==> config.mk <==
export PLATFORM = sky130hd
export DESIGN_NAME = seg_desc_cache
export DESIGN_NICKNAME = d
export VERILOG_FILES = /design/src/seg_desc_pkg.sv /design/src/desc_decode.sv /design/src/desc_cache_mem.sv /design/src/seg_desc_cache.sv
export VERILOG_INCLUDE_DIRS = /design/src
export SDC_FILE = /design/constraint.sdc
export NUM_CORES = 2
export LEC_CHECK = 0
export BUFFER_PORTS_ARGS = -buffer_cell sky130_fd_sc_hd__buf_2
export CAP_MARGIN = 15
export CORE_ASPECT_RATIO = 0.75
export CORE_MARGIN = 2
export CORE_UTILIZATION = 25
export DETAILED_ROUTE_END_ITERATION = 6
export SLEW_MARGIN = 30
export SYNTH_ARGS = -nofsm -noshare
export SYNTH_HDL_FRONTEND = slang
export SYNTH_SLANG_ARGS = --single-unit
==> constraint.sdc <==
create_clock -name mclk_i -period 35 [get_ports mclk_i]
set_clock_uncertainty 0.2 [all_clocks]
set_input_delay 5.25 -clock mclk_i [delete_from_list [all_inputs] [get_ports mclk_i]]
set_output_delay 5.25 -clock mclk_i [all_outputs]
set_load 0.005 [all_outputs]
==> src/seg_desc_map.svh <==
`ifndef SEG_DESC_MAP_SVH
`define SEG_DESC_MAP_SVH

// Register byte offsets
`define OFS_GLOBAL_BASE 8'h00
`define OFS_LOCAL_BASE  8'h04
`define OFS_LOAD        8'h08
`define OFS_SEL_FIRST   8'h10
`define OFS_SEL_LAST    8'h24

// Reset values
`define RST_TABLE_BASE  32'h0000_0000
`define RST_SELECTOR    16'h0000

// Load command fields
`define CMD_SEL_MSB     15
`define CMD_SEG_LSB     16
`define CMD_SEG_MSB     18
`define CMD_GATE        3'h7

// Segment register slots
`define SEG_COUNT       3'h6
`define SEG_SLOTS       8
`define SEG_STACK       3'h2

// Status fields
`define STAT_BUSY       0
`define STAT_FAULT      1
`define STAT_VEC_LSB    8

// Fault vector for a gate that is not present
`define NP_VECTOR       8'h0b

// Descriptor fetch step, one 32-bit word
`define WORD_STEP       32'h0000_0004

`endif

==> src/seg_desc_pkg.sv <==
package seg_desc_pkg;

  typedef enum logic [1:0] {
    ST_IDLE = 2'b00,
    ST_LO   = 2'b01,
    ST_HI   = 2'b11,
    ST_WR   = 2'b10
  } state_t;

  typedef enum logic [2:0] {
    GK_NONE = 3'h0,
    GK_CALL = 3'h1,
    GK_TASK = 3'h2,
    GK_INTR = 3'h3,
    GK_TRAP = 3'h4
  } gate_kind_t;

  typedef struct packed {
    logic [31:0] base;
    logic [31:0] limit;
    logic [3:0]  kind;
    logic        sys;
    logic [1:0]  descriptor_privilege;
    logic        present;
    logic        legacy;
    logic        big;
    logic        type_bad;
  } desc_t;

  typedef struct packed {
    gate_kind_t  kind;
    logic [15:0] target_sel;
    logic [31:0] target_ofs;
    logic [4:0]  param_count;
    logic        param32;
    logic        push32;
    logic        clear_if;
  } gate_t;

  // Legacy descriptors have no codes with the top type bit set
  function automatic logic type_ok(input logic [3:0] t,
                                   input logic legacy);
    type_ok = !(legacy && t[3]);
  endfunction : type_ok

  function automatic gate_kind_t gate_kind(input logic [3:0] t,
                                           input logic legacy);
    gate_kind = GK_NONE;
    if (type_ok(t, legacy)) begin
      case (t)
        4'h4, 4'hc: gate_kind = GK_CALL;
        4'h5:       gate_kind = GK_TASK;
        4'h6, 4'he: gate_kind = GK_INTR;
        4'h7, 4'hf: gate_kind = GK_TRAP;
        default:    gate_kind = GK_NONE;
      endcase
    end
  endfunction : gate_kind

endpackage : seg_desc_pkg

==> src/desc_decode.sv <==
`timescale 1ns/100ps
`default_nettype none

module desc_decode
  import seg_desc_pkg::*;
(
  // Descriptor words
  input  wire logic [31:0] lo_i,
  input  wire logic [31:0] hi_i,
  // Decoded views
  output var  desc_t       desc_o,
  output var  gate_t       gate_o
);

  logic legacy;

  always_comb begin
    legacy = (hi_i[31:16] == 16'h0000);
    desc_o.legacy = legacy;
    desc_o.kind = hi_i[11:8];
    // Set for system descriptors, whose S bit is clear
    desc_o.sys = !hi_i[12];
    desc_o.descriptor_privilege = hi_i[14:13];
    desc_o.present = hi_i[15];
    desc_o.big = hi_i[22];
    desc_o.type_bad = !hi_i[12] && !type_ok(hi_i[11:8], legacy);
    if (legacy) begin
      desc_o.base = {8'h00, hi_i[7:0], lo_i[31:16]};
      desc_o.limit = {16'h0000, lo_i[15:0]};
    end else begin
      desc_o.base = {hi_i[31:24], hi_i[7:0], lo_i[31:16]};
      if (hi_i[23]) begin
        desc_o.limit = {hi_i[19:16], lo_i[15:0], 12'hfff};
      end else begin
        desc_o.limit = {12'h000, hi_i[19:16], lo_i[15:0]};
      end
    end
    // Code and data descriptors are never gates
    gate_o.kind = hi_i[12] ? GK_NONE : gate_kind(hi_i[11:8], legacy);
    gate_o.target_sel = lo_i[31:16];
    gate_o.target_ofs = legacy ? {16'h0000, lo_i[15:0]}
                               : {hi_i[31:16], lo_i[15:0]};
    gate_o.param_count = hi_i[4:0];
    gate_o.param32 = (gate_o.kind == GK_CALL) && !legacy;
    gate_o.push32 = 1'b0;
    gate_o.clear_if = (gate_o.kind == GK_INTR);
  end

endmodule : desc_decode

`default_nettype wire

==> src/desc_cache_mem.sv <==
`timescale 1ns/100ps
`default_nettype none
`include "seg_desc_map.svh"

module desc_cache_mem
  import seg_desc_pkg::*;
(
  // Clock and reset
  input  wire logic       mclk_i,
  input  wire logic       sys_rst_i,
  // Write port
  input  wire logic       we_i,
  input  wire logic [2:0] waddr_i,
  input  wire desc_t      wdata_i,
  // Read port
  input  wire logic [2:0] raddr_i,
  output var  desc_t      rdata_o
);

  desc_t mem [`SEG_SLOTS];
  desc_t next_rdata;

  for (genvar i = 0; i < `SEG_SLOTS; i++) begin : g_entry
    always_ff @(posedge mclk_i or posedge sys_rst_i) begin
      if (sys_rst_i) begin
        mem[i] <= '0;
      end else if (we_i && (waddr_i == 3'(i))) begin
        mem[i] <= wdata_i;
      end
    end
  end

  always_comb begin
    next_rdata = mem[raddr_i];
  end

  always_ff @(posedge mclk_i or posedge sys_rst_i) begin
    if (sys_rst_i) begin
      rdata_o <= '0;
    end else begin
      rdata_o <= next_rdata;
    end
  end

endmodule : desc_cache_mem

`default_nettype wire

==> src/seg_desc_cache.sv <==
`timescale 1ns/100ps
`default_nettype none
`include "seg_desc_map.svh"

// How it works
// Accept both legacy and native descriptor formats.
// Legacy descriptor: 24-bit base, 16-bit limit.
// Native: 32-bit base, 20-bit limit, granularity scaling.
// Upper word zero means legacy, else native.
// Gate count: 16-bit legacy, 32-bit native items.
// Stack width flag sets push size 16/32.
// Decode gate type codes 4-7 and C, E, F.
// Selector splits into table, index, privilege.
// Index picks one of 8K table entries.
// Requested privilege bits exported without descriptor fetch.
// Per-register cache, loaded on every selector write.
// References use cache, never refetch descriptors.
// Cache changes only on segment register reload.
// Only selectors readable, cache contents hidden.
// Type field interpreted according to descriptor format.
// Interrupt gate clears interrupt flag, trap keeps.
// Absent gate raises not-present fault, vector 11.
// Fetch at table base plus 8*index, two words.
module seg_desc_cache
  import seg_desc_pkg::*;
(
  // Clock and reset
  input  wire logic        mclk_i,
  input  wire logic        sys_rst_i,
  // APB slave
  input  wire logic        psel_i,
  input  wire logic        penable_i,
  input  wire logic        pwrite_i,
  input  wire logic [7:0]  paddr_i,
  input  wire logic [31:0] pwdata_i,
  output logic      [31:0] prdata_o,
  output logic             pready_o,
  output logic             pslverr_o,
  // Descriptor table fetch
  output logic             mem_req_o,
  output logic      [31:0] mem_addr_o,
  input  wire logic [31:0] mem_rdata_i,
  input  wire logic        mem_ack_i,
  // Segment references
  input  wire logic [2:0]  ref_seg_i,
  output var  desc_t       ref_desc_o,
  output logic      [1:0]  ref_priv_o,
  // Gate results
  output var  gate_t       gate_o,
  output logic             gate_valid_o,
  output logic             fault_o,
  output logic      [7:0]  fault_vec_o,
  output logic             load_done_o
);

  ////////////////////////////////////////////////////////////////////////////
  // Helpers

  // Table base plus eight bytes per entry
  function automatic logic [31:0] fetch_addr(input logic [15:0] sel,
                                             input logic [31:0] gb,
                                             input logic [31:0] lb);
    logic [31:0] tbase;
    tbase = sel[2] ? lb : gb;
    fetch_addr = tbase + {16'h0000, sel[15:3], 3'b000};
  endfunction : fetch_addr

  function automatic logic mapped(input logic [7:0] a);
    mapped = (a[1:0] == 2'b00) &&
             ((a <= `OFS_LOAD) ||
              ((a >= `OFS_SEL_FIRST) && (a <= `OFS_SEL_LAST)));
  endfunction : mapped

  ////////////////////////////////////////////////////////////////////////////
  // State

  state_t      state;
  state_t      next_state;
  logic [31:0] gbase;
  logic [31:0] next_gbase;
  logic [31:0] lbase;
  logic [31:0] next_lbase;
  logic [2:0]  cmd_seg;
  logic [2:0]  next_cmd_seg;
  logic [15:0] cmd_sel;
  logic [15:0] next_cmd_sel;
  logic [31:0] lo_word;
  logic [31:0] next_lo_word;
  logic [31:0] hi_word;
  logic [31:0] next_hi_word;
  logic [15:0] sel_q    [`SEG_SLOTS];
  logic [15:0] next_sel [`SEG_SLOTS];
  logic        ss_big;
  logic        next_ss_big;
  logic        fault_seen;
  logic        next_fault_seen;
  logic        next_mem_req;
  logic [31:0] next_mem_addr;
  gate_t       next_gate;
  logic        next_gate_valid;
  logic        next_fault;
  logic [7:0]  next_fault_vec;
  logic        next_done;
  logic [1:0]  next_priv;
  logic [31:0] next_prdata;
  logic        next_pready;
  logic        next_pslverr;

  desc_t       dec_desc;
  gate_t       dec_gate;
  logic        cache_we;
  logic        access;
  logic        commit;
  logic        start;
  logic        cmd_gate;
  logic        busy;
  logic [2:0]  slot;

  assign access   = psel_i && penable_i && !pready_o;
  assign commit   = psel_i && penable_i && pready_o && !pslverr_o;
  assign start    = commit && pwrite_i && (paddr_i == `OFS_LOAD);
  assign cmd_gate = (cmd_seg == `CMD_GATE);
  assign busy     = (state != ST_IDLE);
  assign slot     = 3'(paddr_i[7:2] - 6'(`OFS_SEL_FIRST >> 2));

  ////////////////////////////////////////////////////////////////////////////
  // Decode and cache storage

  // One decoder serves both formats, picked per descriptor
  desc_decode u_decode (
    .lo_i   (lo_word),
    .hi_i   (hi_word),
    .desc_o (dec_desc),
    .gate_o (dec_gate)
  );

  // Read data is registered, so a reference sees its slot a cycle later
  desc_cache_mem u_cache (
    .mclk_i    (mclk_i),
    .sys_rst_i (sys_rst_i),
    .we_i      (cache_we),
    .waddr_i   (cmd_seg),
    .wdata_i   (dec_desc),
    .raddr_i   (ref_seg_i),
    .rdata_o   (ref_desc_o)
  );

  ////////////////////////////////////////////////////////////////////////////
  // Load sequencer

  always_comb begin
    next_state      = state;
    next_cmd_seg    = cmd_seg;
    next_cmd_sel    = cmd_sel;
    next_lo_word    = lo_word;
    next_hi_word    = hi_word;
    next_sel        = sel_q;
    next_ss_big     = ss_big;
    next_fault_seen = fault_seen;
    next_mem_req    = mem_req_o;
    next_mem_addr   = mem_addr_o;
    next_gate       = gate_o;
    next_gate_valid = 1'b0;
    next_fault      = 1'b0;
    next_fault_vec  = fault_vec_o;
    next_done       = 1'b0;
    cache_we        = 1'b0;
    next_priv       = sel_q[ref_seg_i][1:0];
    unique case (state)
      ST_IDLE: begin
        if (start) begin
          next_cmd_seg    = pwdata_i[`CMD_SEG_MSB:`CMD_SEG_LSB];
          next_cmd_sel    = pwdata_i[`CMD_SEL_MSB:0];
          next_mem_req    = 1'b1;
          next_mem_addr   = fetch_addr(pwdata_i[`CMD_SEL_MSB:0],
                                       gbase, lbase);
          next_fault_seen = 1'b0;
          next_state      = ST_LO;
        end
      end
      ST_LO: begin
        if (mem_ack_i) begin
          next_lo_word  = mem_rdata_i;
          next_mem_addr = mem_addr_o + `WORD_STEP;
          next_state    = ST_HI;
        end
      end
      ST_HI: begin
        if (mem_ack_i) begin
          next_hi_word = mem_rdata_i;
          next_mem_req = 1'b0;
          next_state   = ST_WR;
        end
      end
      ST_WR: begin
        next_done  = 1'b1;
        next_state = ST_IDLE;
        if (cmd_gate) begin
          if (!dec_desc.present) begin
            next_fault      = 1'b1;
            next_fault_vec  = `NP_VECTOR;
            next_fault_seen = 1'b1;
          end else begin
            next_gate        = dec_gate;
            // Push size follows the cached stack segment width
            next_gate.push32 = ss_big;
            next_gate_valid  = 1'b1;
          end
        end else begin
          cache_we          = 1'b1;
          next_sel[cmd_seg] = cmd_sel;
          if (cmd_seg == `SEG_STACK) begin
            next_ss_big = dec_desc.big;
          end
        end
      end
    endcase
  end

  always_ff @(posedge mclk_i or posedge sys_rst_i) begin
    if (sys_rst_i) begin
      state        <= ST_IDLE;
      cmd_seg      <= 3'h0;
      cmd_sel      <= `RST_SELECTOR;
      lo_word      <= 32'h0000_0000;
      hi_word      <= 32'h0000_0000;
      sel_q        <= '{default: `RST_SELECTOR};
      ss_big       <= 1'b0;
      fault_seen   <= 1'b0;
      mem_req_o    <= 1'b0;
      mem_addr_o   <= 32'h0000_0000;
      gate_o       <= '0;
      gate_valid_o <= 1'b0;
      fault_o      <= 1'b0;
      fault_vec_o  <= 8'h00;
      load_done_o  <= 1'b0;
      ref_priv_o   <= 2'h0;
    end else begin
      state        <= next_state;
      cmd_seg      <= next_cmd_seg;
      cmd_sel      <= next_cmd_sel;
      lo_word      <= next_lo_word;
      hi_word      <= next_hi_word;
      sel_q        <= next_sel;
      ss_big       <= next_ss_big;
      fault_seen   <= next_fault_seen;
      mem_req_o    <= next_mem_req;
      mem_addr_o   <= next_mem_addr;
      gate_o       <= next_gate;
      gate_valid_o <= next_gate_valid;
      fault_o      <= next_fault;
      fault_vec_o  <= next_fault_vec;
      load_done_o  <= next_done;
      ref_priv_o   <= next_priv;
    end
  end

  ////////////////////////////////////////////////////////////////////////////
  // APB slave, one wait state

  always_comb begin
    next_gbase   = gbase;
    next_lbase   = lbase;
    next_pready  = access;
    next_prdata  = prdata_o;
    next_pslverr = pslverr_o;
    if (access) begin
      next_prdata  = 32'h0000_0000;
      next_pslverr = !mapped(paddr_i);
      if (pwrite_i && (paddr_i == `OFS_LOAD)) begin
        // A second load while one runs would corrupt the fetch
        next_pslverr = busy ||
          (pwdata_i[`CMD_SEG_MSB:`CMD_SEG_LSB] == `SEG_COUNT);
      end
      if (!pwrite_i && mapped(paddr_i)) begin
        if (paddr_i == `OFS_GLOBAL_BASE) begin
          next_prdata = gbase;
        end else if (paddr_i == `OFS_LOCAL_BASE) begin
          next_prdata = lbase;
        end else if (paddr_i == `OFS_LOAD) begin
          next_prdata[`STAT_BUSY]  = busy;
          next_prdata[`STAT_FAULT] = fault_seen;
          next_prdata[`STAT_VEC_LSB +: 8] = fault_vec_o;
        end else begin
          next_prdata = {16'h0000, sel_q[slot]};
        end
      end
    end
    if (commit && pwrite_i) begin
      if (paddr_i == `OFS_GLOBAL_BASE) begin
        next_gbase = pwdata_i;
      end
      if (paddr_i == `OFS_LOCAL_BASE) begin
        next_lbase = pwdata_i;
      end
    end
  end

  always_ff @(posedge mclk_i or posedge sys_rst_i) begin
    if (sys_rst_i) begin
      gbase     <= `RST_TABLE_BASE;
      lbase     <= `RST_TABLE_BASE;
      pready_o  <= 1'b0;
      prdata_o  <= 32'h0000_0000;
      pslverr_o <= 1'b0;
    end else begin
      gbase     <= next_gbase;
      lbase     <= next_lbase;
      pready_o  <= next_pready;
      prdata_o  <= next_prdata;
      pslverr_o <= next_pslverr;
    end
  end
endmodule : seg_desc_cache

`default_nettype wire

## Yosys cells after proc, flatten, opt, wreduce, memory -nomap -nowiden

Index checks and enable logic that the tools add are counted.

- Muxes and demuxes: 49
- Reductions and logical operators: 55
- Equal/unequal tests: 27
- $add $sub $neg: 3
- Bitwise logic cells: 5
- $lt $le $gt $ge: 7

Operators by type and width:

| cell | count |
|---|---|
| two-way mux 32 bit | 8 |
| binary-select mux 75 bit (select 3 bit) | 1 |
| two-way mux 75 bit | 2 |
| bitwise mux 128 bit | 1 |
| binary-select mux 16 bit (select 3 bit) | 2 |
| two-way mux 64 bit | 1 |
| one-hot mux 32 bit (2 select lines) | 1 |
| demux 16 bit (select 3 bit) | 1 |
| two-way mux 16 bit | 3 |
| adder 32 x 16 -> 32 bit | 1 |
| adder 32 x 3 -> 32 bit, second input constant | 1 |
| logical AND 1 bit | 22 |
| AND reduction 3 bit | 6 |
| == test 4 x 3 -> 1 bit, second input constant | 4 |
| logical NOT 16 bit | 1 |
| == test 3 bit, second input constant | 5 |
| two-way mux 1 bit | 15 |
| == test 4 bit, second input constant | 3 |
| >= comparator 4 bit, second input constant | 3 |
| two-way mux 2 bit | 6 |
| NOT 3 -> 4 bit | 3 |
| one-hot mux 3 bit (4 select lines) | 1 |
| AND reduction 2 bit | 6 |
| != test 2 bit, second input constant | 5 |
| other kinds (25) | 44 |

- Register bits after elaboration: 1086
- Input port bits: 81

## Logic depth before layout (Yosys ltp)

- Depth after elaboration: 9
- Gate-level depth with buffers: 14
- Depth with buffers taken out: 10

## By module

A second synthesis with hierarchy kept.

- Cell total of the unflattened synthesis: 3342
- Area total of the unflattened synthesis: 49127.1 um2

Modules (own cells, without submodules):

| module | cells an instance | sequential area each (um2) | times used | area an instance (um2) |
|---|---|---|---|---|
| desc_cache_mem | 1615 | 16891.2 | 1 | 28906.5 |
| seg_desc_cache | 1576 | 10284.9 | 1 | 19175.9 |
| desc_decode | 151 | 0.0 | 1 | 1044.8 |

## Least setup slack after synthesis

Ideal clock, no wire load.

- Kind: input to register
- From: input port pwdata_i[2]
- To: register mem_addr_o[15]
- Required time: 34724 ps
- Arrival time: 8473 ps
- Stages: 13
- Setup slack: 26250 ps
- Cell sequence: buf_2 -> buf_2 -> buf_2 -> buf_1 -> mux2_2 -> ha_1 -> and3_1 -> and3_1 -> a211o_1 -> a41o_1 -> or4b_1 -> o311a_1 -> o21ai_1

- Longest elaborated chain between the ends: 4

Ends and longest elaborated chain:

| item | line | text |
|---|---|---|
| from (decl) | seg_desc_cache.sv:35 | `input wire logic [31:0] pwdata_i,` |
| two-way mux 32 bit | seg_desc_cache.sv:64 | `tbase = sel[2] ? lb : gb;` |
| adder 32 x 16 -> 32 bit | seg_desc_cache.sv:65 | `fetch_addr = tbase + {16'h0000, sel[15:3], 3'b000};` |
| two-way mux 32 bit | seg_desc_cache.sv:171 | `if (start) begin` |
| one-hot mux 32 bit (2 select lines) | seg_desc_cache.sv:169 | `unique case (state)` |
| to (signal assigned) | seg_desc_cache.sv:248 | `mem_addr_o <= next_mem_addr;` |
| to (decl) | seg_desc_cache.sv:41 | `output logic [31:0] mem_addr_o,` |

No other way between the ends. The select of a mux whose other input is x is not followed.
A chain may end at the register's enable or synchronous reset.

## Worst setup path after layout

- From: input port pwdata_i[2]
- To: register mem_addr_o[23]

Same word-level chain as after synthesis.

==> flow_metrics.py <==
metrics = {
    "power_and_ir_drop": {
        "ir_drop_mv": 0.0467,
        "power-per-cell-area_nw_per_um2": 47.0,
        "leakage_nw": 26.6,
    },
    "critical_path": {
        "timing.rr.end": "u_cache.mem[178]$_DFFE_PP0P_",
        "crit_type": "in -> reg",
        "cp.arrival_ps": 8770,
        "r2r_slack_ps": 30440,
        "cp.required_ps": 35440,
        "path_max_fanout": 47,
        "ff2ff_path_depth": 7,
        "r2r-start": "state[1]$_DFFE_PP0P_",
        "cp-end-kind": "register",
        "worst_setup_path_start_kind": "primary input",
    },
    "floorplan": {
        "fp.dieW_um": 504,
        "rows": 137,
        "fp.dieArea_sq_um": 191000,
        "start_util_pct": 25.2,
        "core_sq_um": 186000,
        "die_y_um": 379,
        "io_pins": 295,
    },
    "sta": {
        "finalSetupTns_ps": 0,
        "setup_viol": 0,
        "rsz0062_at_grt": "false",
        "period_minus_slack_ps": 8330,
        "post-route-period-util_pct": 23.8,
        "slew_headroom_pct": 34.1,
        "worstMarginPinSlew_ps": 980,
        "final_max_slew_viol_count": 0,
        "fmax_ghz": 0.120,
        "hold_viol_final": 0,
        "holdWs_ps": 172,
    },
    "status": {
        "status": "finished clean",
    },
    "layout": {
        "final_layout_size_suffix_gt1_share_pct": 29.0,
        "synthToLayoutAreaGrowth_pct": 15.8,
        "nFillCells": 18887,
        "seq_area_sq_um": 27200,
        "multi_input_comb_area_sq_um": 18200,
        "nets": 4057,
    },
    "synth": {
        "synthArstFlopShare_pct": 100,
        "synth_warnings": 0,
        "synth.most_common_cell": "dfrtp_1",
        "synth_edf_count": 0,
        "synth.distinct_cells": 77,
        "synth_common_cells": "dfrtp_1 (1,085), nand2_1 (967), mux2_2 (421)",
        "ys_seq_area_share_pct": 58.0,
        "ys.flop_type": "dfrtp_1",
        "synth_largest_area_cell": "dfrtp_1",
        "synth_top_area_share_pct": 58.0,
        "syn-instance-count": 3873,
        "yosys-top-cells-area": "dfrtp_1 (58%), mux2_2 (10%), mux4_2 (8.9%)",
        "netlist_area_sq_um": 46800,
        "syn-mean-instance-area_sq_um": 12.1,
        "synth_seq_cells": 1085,
    },
    "clock_network": {
        "clk_path_buf_depth": 3,
        "cts_setup_buffers": 0,
        "clkLatencyLatePin_ps": 750,
        "clock-root-buffer": "clkbuf_16",
        "cts_resized": 0,
        "cts_tree": "built",
        "numCtsBuffers": 114,
        "clkTransAtPathRegs_ps": 60,
        "htreeDepth": 3,
        "cts_hold_buf": 0,
        "cts_sinks": 1085,
    },
    "route": {
        "vias": 30223,
        "drcViolationCount": 0,
        "wl_um": 136000,
        "antenna_left": 0,
        "dr.pass1.iters": 5,
        "via_per_inst": 4.61,
        "drt-initial-drc-count": 2511,
        "wl_per_cell_um": 20.7,
    },
    "placement": {
        "place_congestion": 0.817,
        "portBuffers": 289,
        "hpwlAfterDp_um": 86000,
    },
    "min_path": {
        "worstHoldEndpoint": "sel_q[7]$_DFFE_PP0P_",
        "hold_class": "reg -> reg",
        "worst_hold_startpoint": "sel_q[7]$_DFFE_PP0P_",
        "holdPathStages": 0,
    },
    "job": {
        "drv_cap": 0,
    },
    "global_routing": {
        "grt_overflow": 0,
        "grt_use_total_pct": 14.1,
        "grt_pass1_vias": 30962,
        "grt_pass1_wl_um": 205000,
        "antenna_found_initial": 24,
        "grt_max_degree": 182,
    },
}
==> report_power, final <==
part           switching [mW]  total (mW)  internal (mW)
logic                  0.0570      0.0803         0.0234
clock network           0.522        1.21          0.686
registers             0.00537        1.26           1.26
total                   0.584        2.55           1.97
==> registers in the layout, indices dropped and copies added, names as in the netlist, 2 cells and up <==
name / cells
cmd_seg: 3
cmd_sel: 16
gate_o: 59
gbase: 32
hi_word: 32
lbase: 32
lo_word: 32
mem_addr_o: 32
prdata_o: 32
ref_priv_o: 2
sel_q: 128
state: 2
u_cache.mem: 599
u_cache.rdata_o: 75
==> per-layer routing <==
metal  vias to the layer above  wire, um  track usage [%]
met2                       860     62200             22.2
li1                      13535         -                -
met1                     15605     60700             19.2
met5                         -        59                0
met4                        10      3870             4.34
met3                       213      8970             3.37
==> area by class of cell <==
cell class                      instances  area share, %
Sequential cell                      1085           50.1
Multi-Input combinational cell       2415           33.5
Clock buffer                          178           6.16
Tap cell                             2502           5.77
Timing Repair Buffer                  335           3.68
Clock inverter                         28          0.715
Inverter                               10         0.0761
Antenna cell                            6         0.0277
==> per-stage QoR <==
step / total power, mW / cells / setup slack, ps / instance area, sq um / util [%]
2_1_floorplan: 1.34 / 3877 / 14580 / 46900 / -
3_3_place_gp: 1.37 / 6341 / 26050 / 50300 / 27.0
3_5_place_dp: 1.37 / 6343 / 26020 / 50400 / 27.1
4_1_cts: 2.58 / 6549 / 26840 / 54100 / 29.1
5_1_grt: 2.64 / 6555 / 26530 / 54200 / 29.2
6_report: 2.55 / 6559 / 26670 / 54300 / 29.2
==> cell usage in the layout, fill, tap and decap left out, types with 6 or more instances in the layout <==
master	count
and4_1	6
o21ai_0	276
a211oi_1	19
mux2_2	421
xor2_1	9
a22o_1	13
inv_1	8
dfrtp_1	1084
buf_6	6
o31ai_1	6
nand2_1	959
a21o_1	10
diode_2	6
mux2i_1	61
nor3_1	18
xnor2_1	10
clkbuf_8	25
clkbuf_16	114
a21oi_1	83
nor2b_1	10
ha_1	14
and3_1	25
nand3_1	23
buf_2	285
mux2_4	31
nand2_4	6
buf_4	33
nand4_1	23
clkinv_2	13
clkbuf_1	39
mux4_2	186
nor2_1	93
==> kinds of logic after synthesis <==
kind of cell,after synthesis,share of synthesized area (%)
flops,1085,58.0
xor+xnor,19,0.355
mux,699,21.4
simple gates,1220,10.9
compound gates,457,5.52
buf+inv,377,3.50
fa+ha+maj,15,0.417
other cells,1,0.00801
==> worst max-delay path, stage by stage <==
cell and delay, ps:
buf_2 80, buf_4 510, mux2_2 410, ha_1 220, fa_1 420, a21o_1 220, a211o_1 290, a21oi_1 720
nor3_1 150, xnor2_1 180, a221o_1 300
==> how the worst max path moves through the flow <==
| stage | from | endpoint | slack [ps] | cells after the start |
|---|---|---|---|---|
| global placement | pwdata_i[2] | mem_addr_o[23]$_DFFE_PP0P_ | 26050 | 11 |
| CTS | pwdata_i[2] | mem_addr_o[23]$_DFFE_PP0P_ | 26840 | 11 |
| detailed placement | pwdata_i[2] | mem_addr_o[23]$_DFFE_PP0P_ | 26020 | 11 |
| floorplan | sys_rst_i | cmd_seg[0]$_DFFE_PP0P_ | 14580 | 1 |
| global route | pwdata_i[2] | mem_addr_o[23]$_DFFE_PP0P_ | 26530 | 11 |
| finish | pwdata_i[2] | mem_addr_o[23]$_DFFE_PP0P_ | 26670 | 11 |
(Power assumes the default switching activity.)
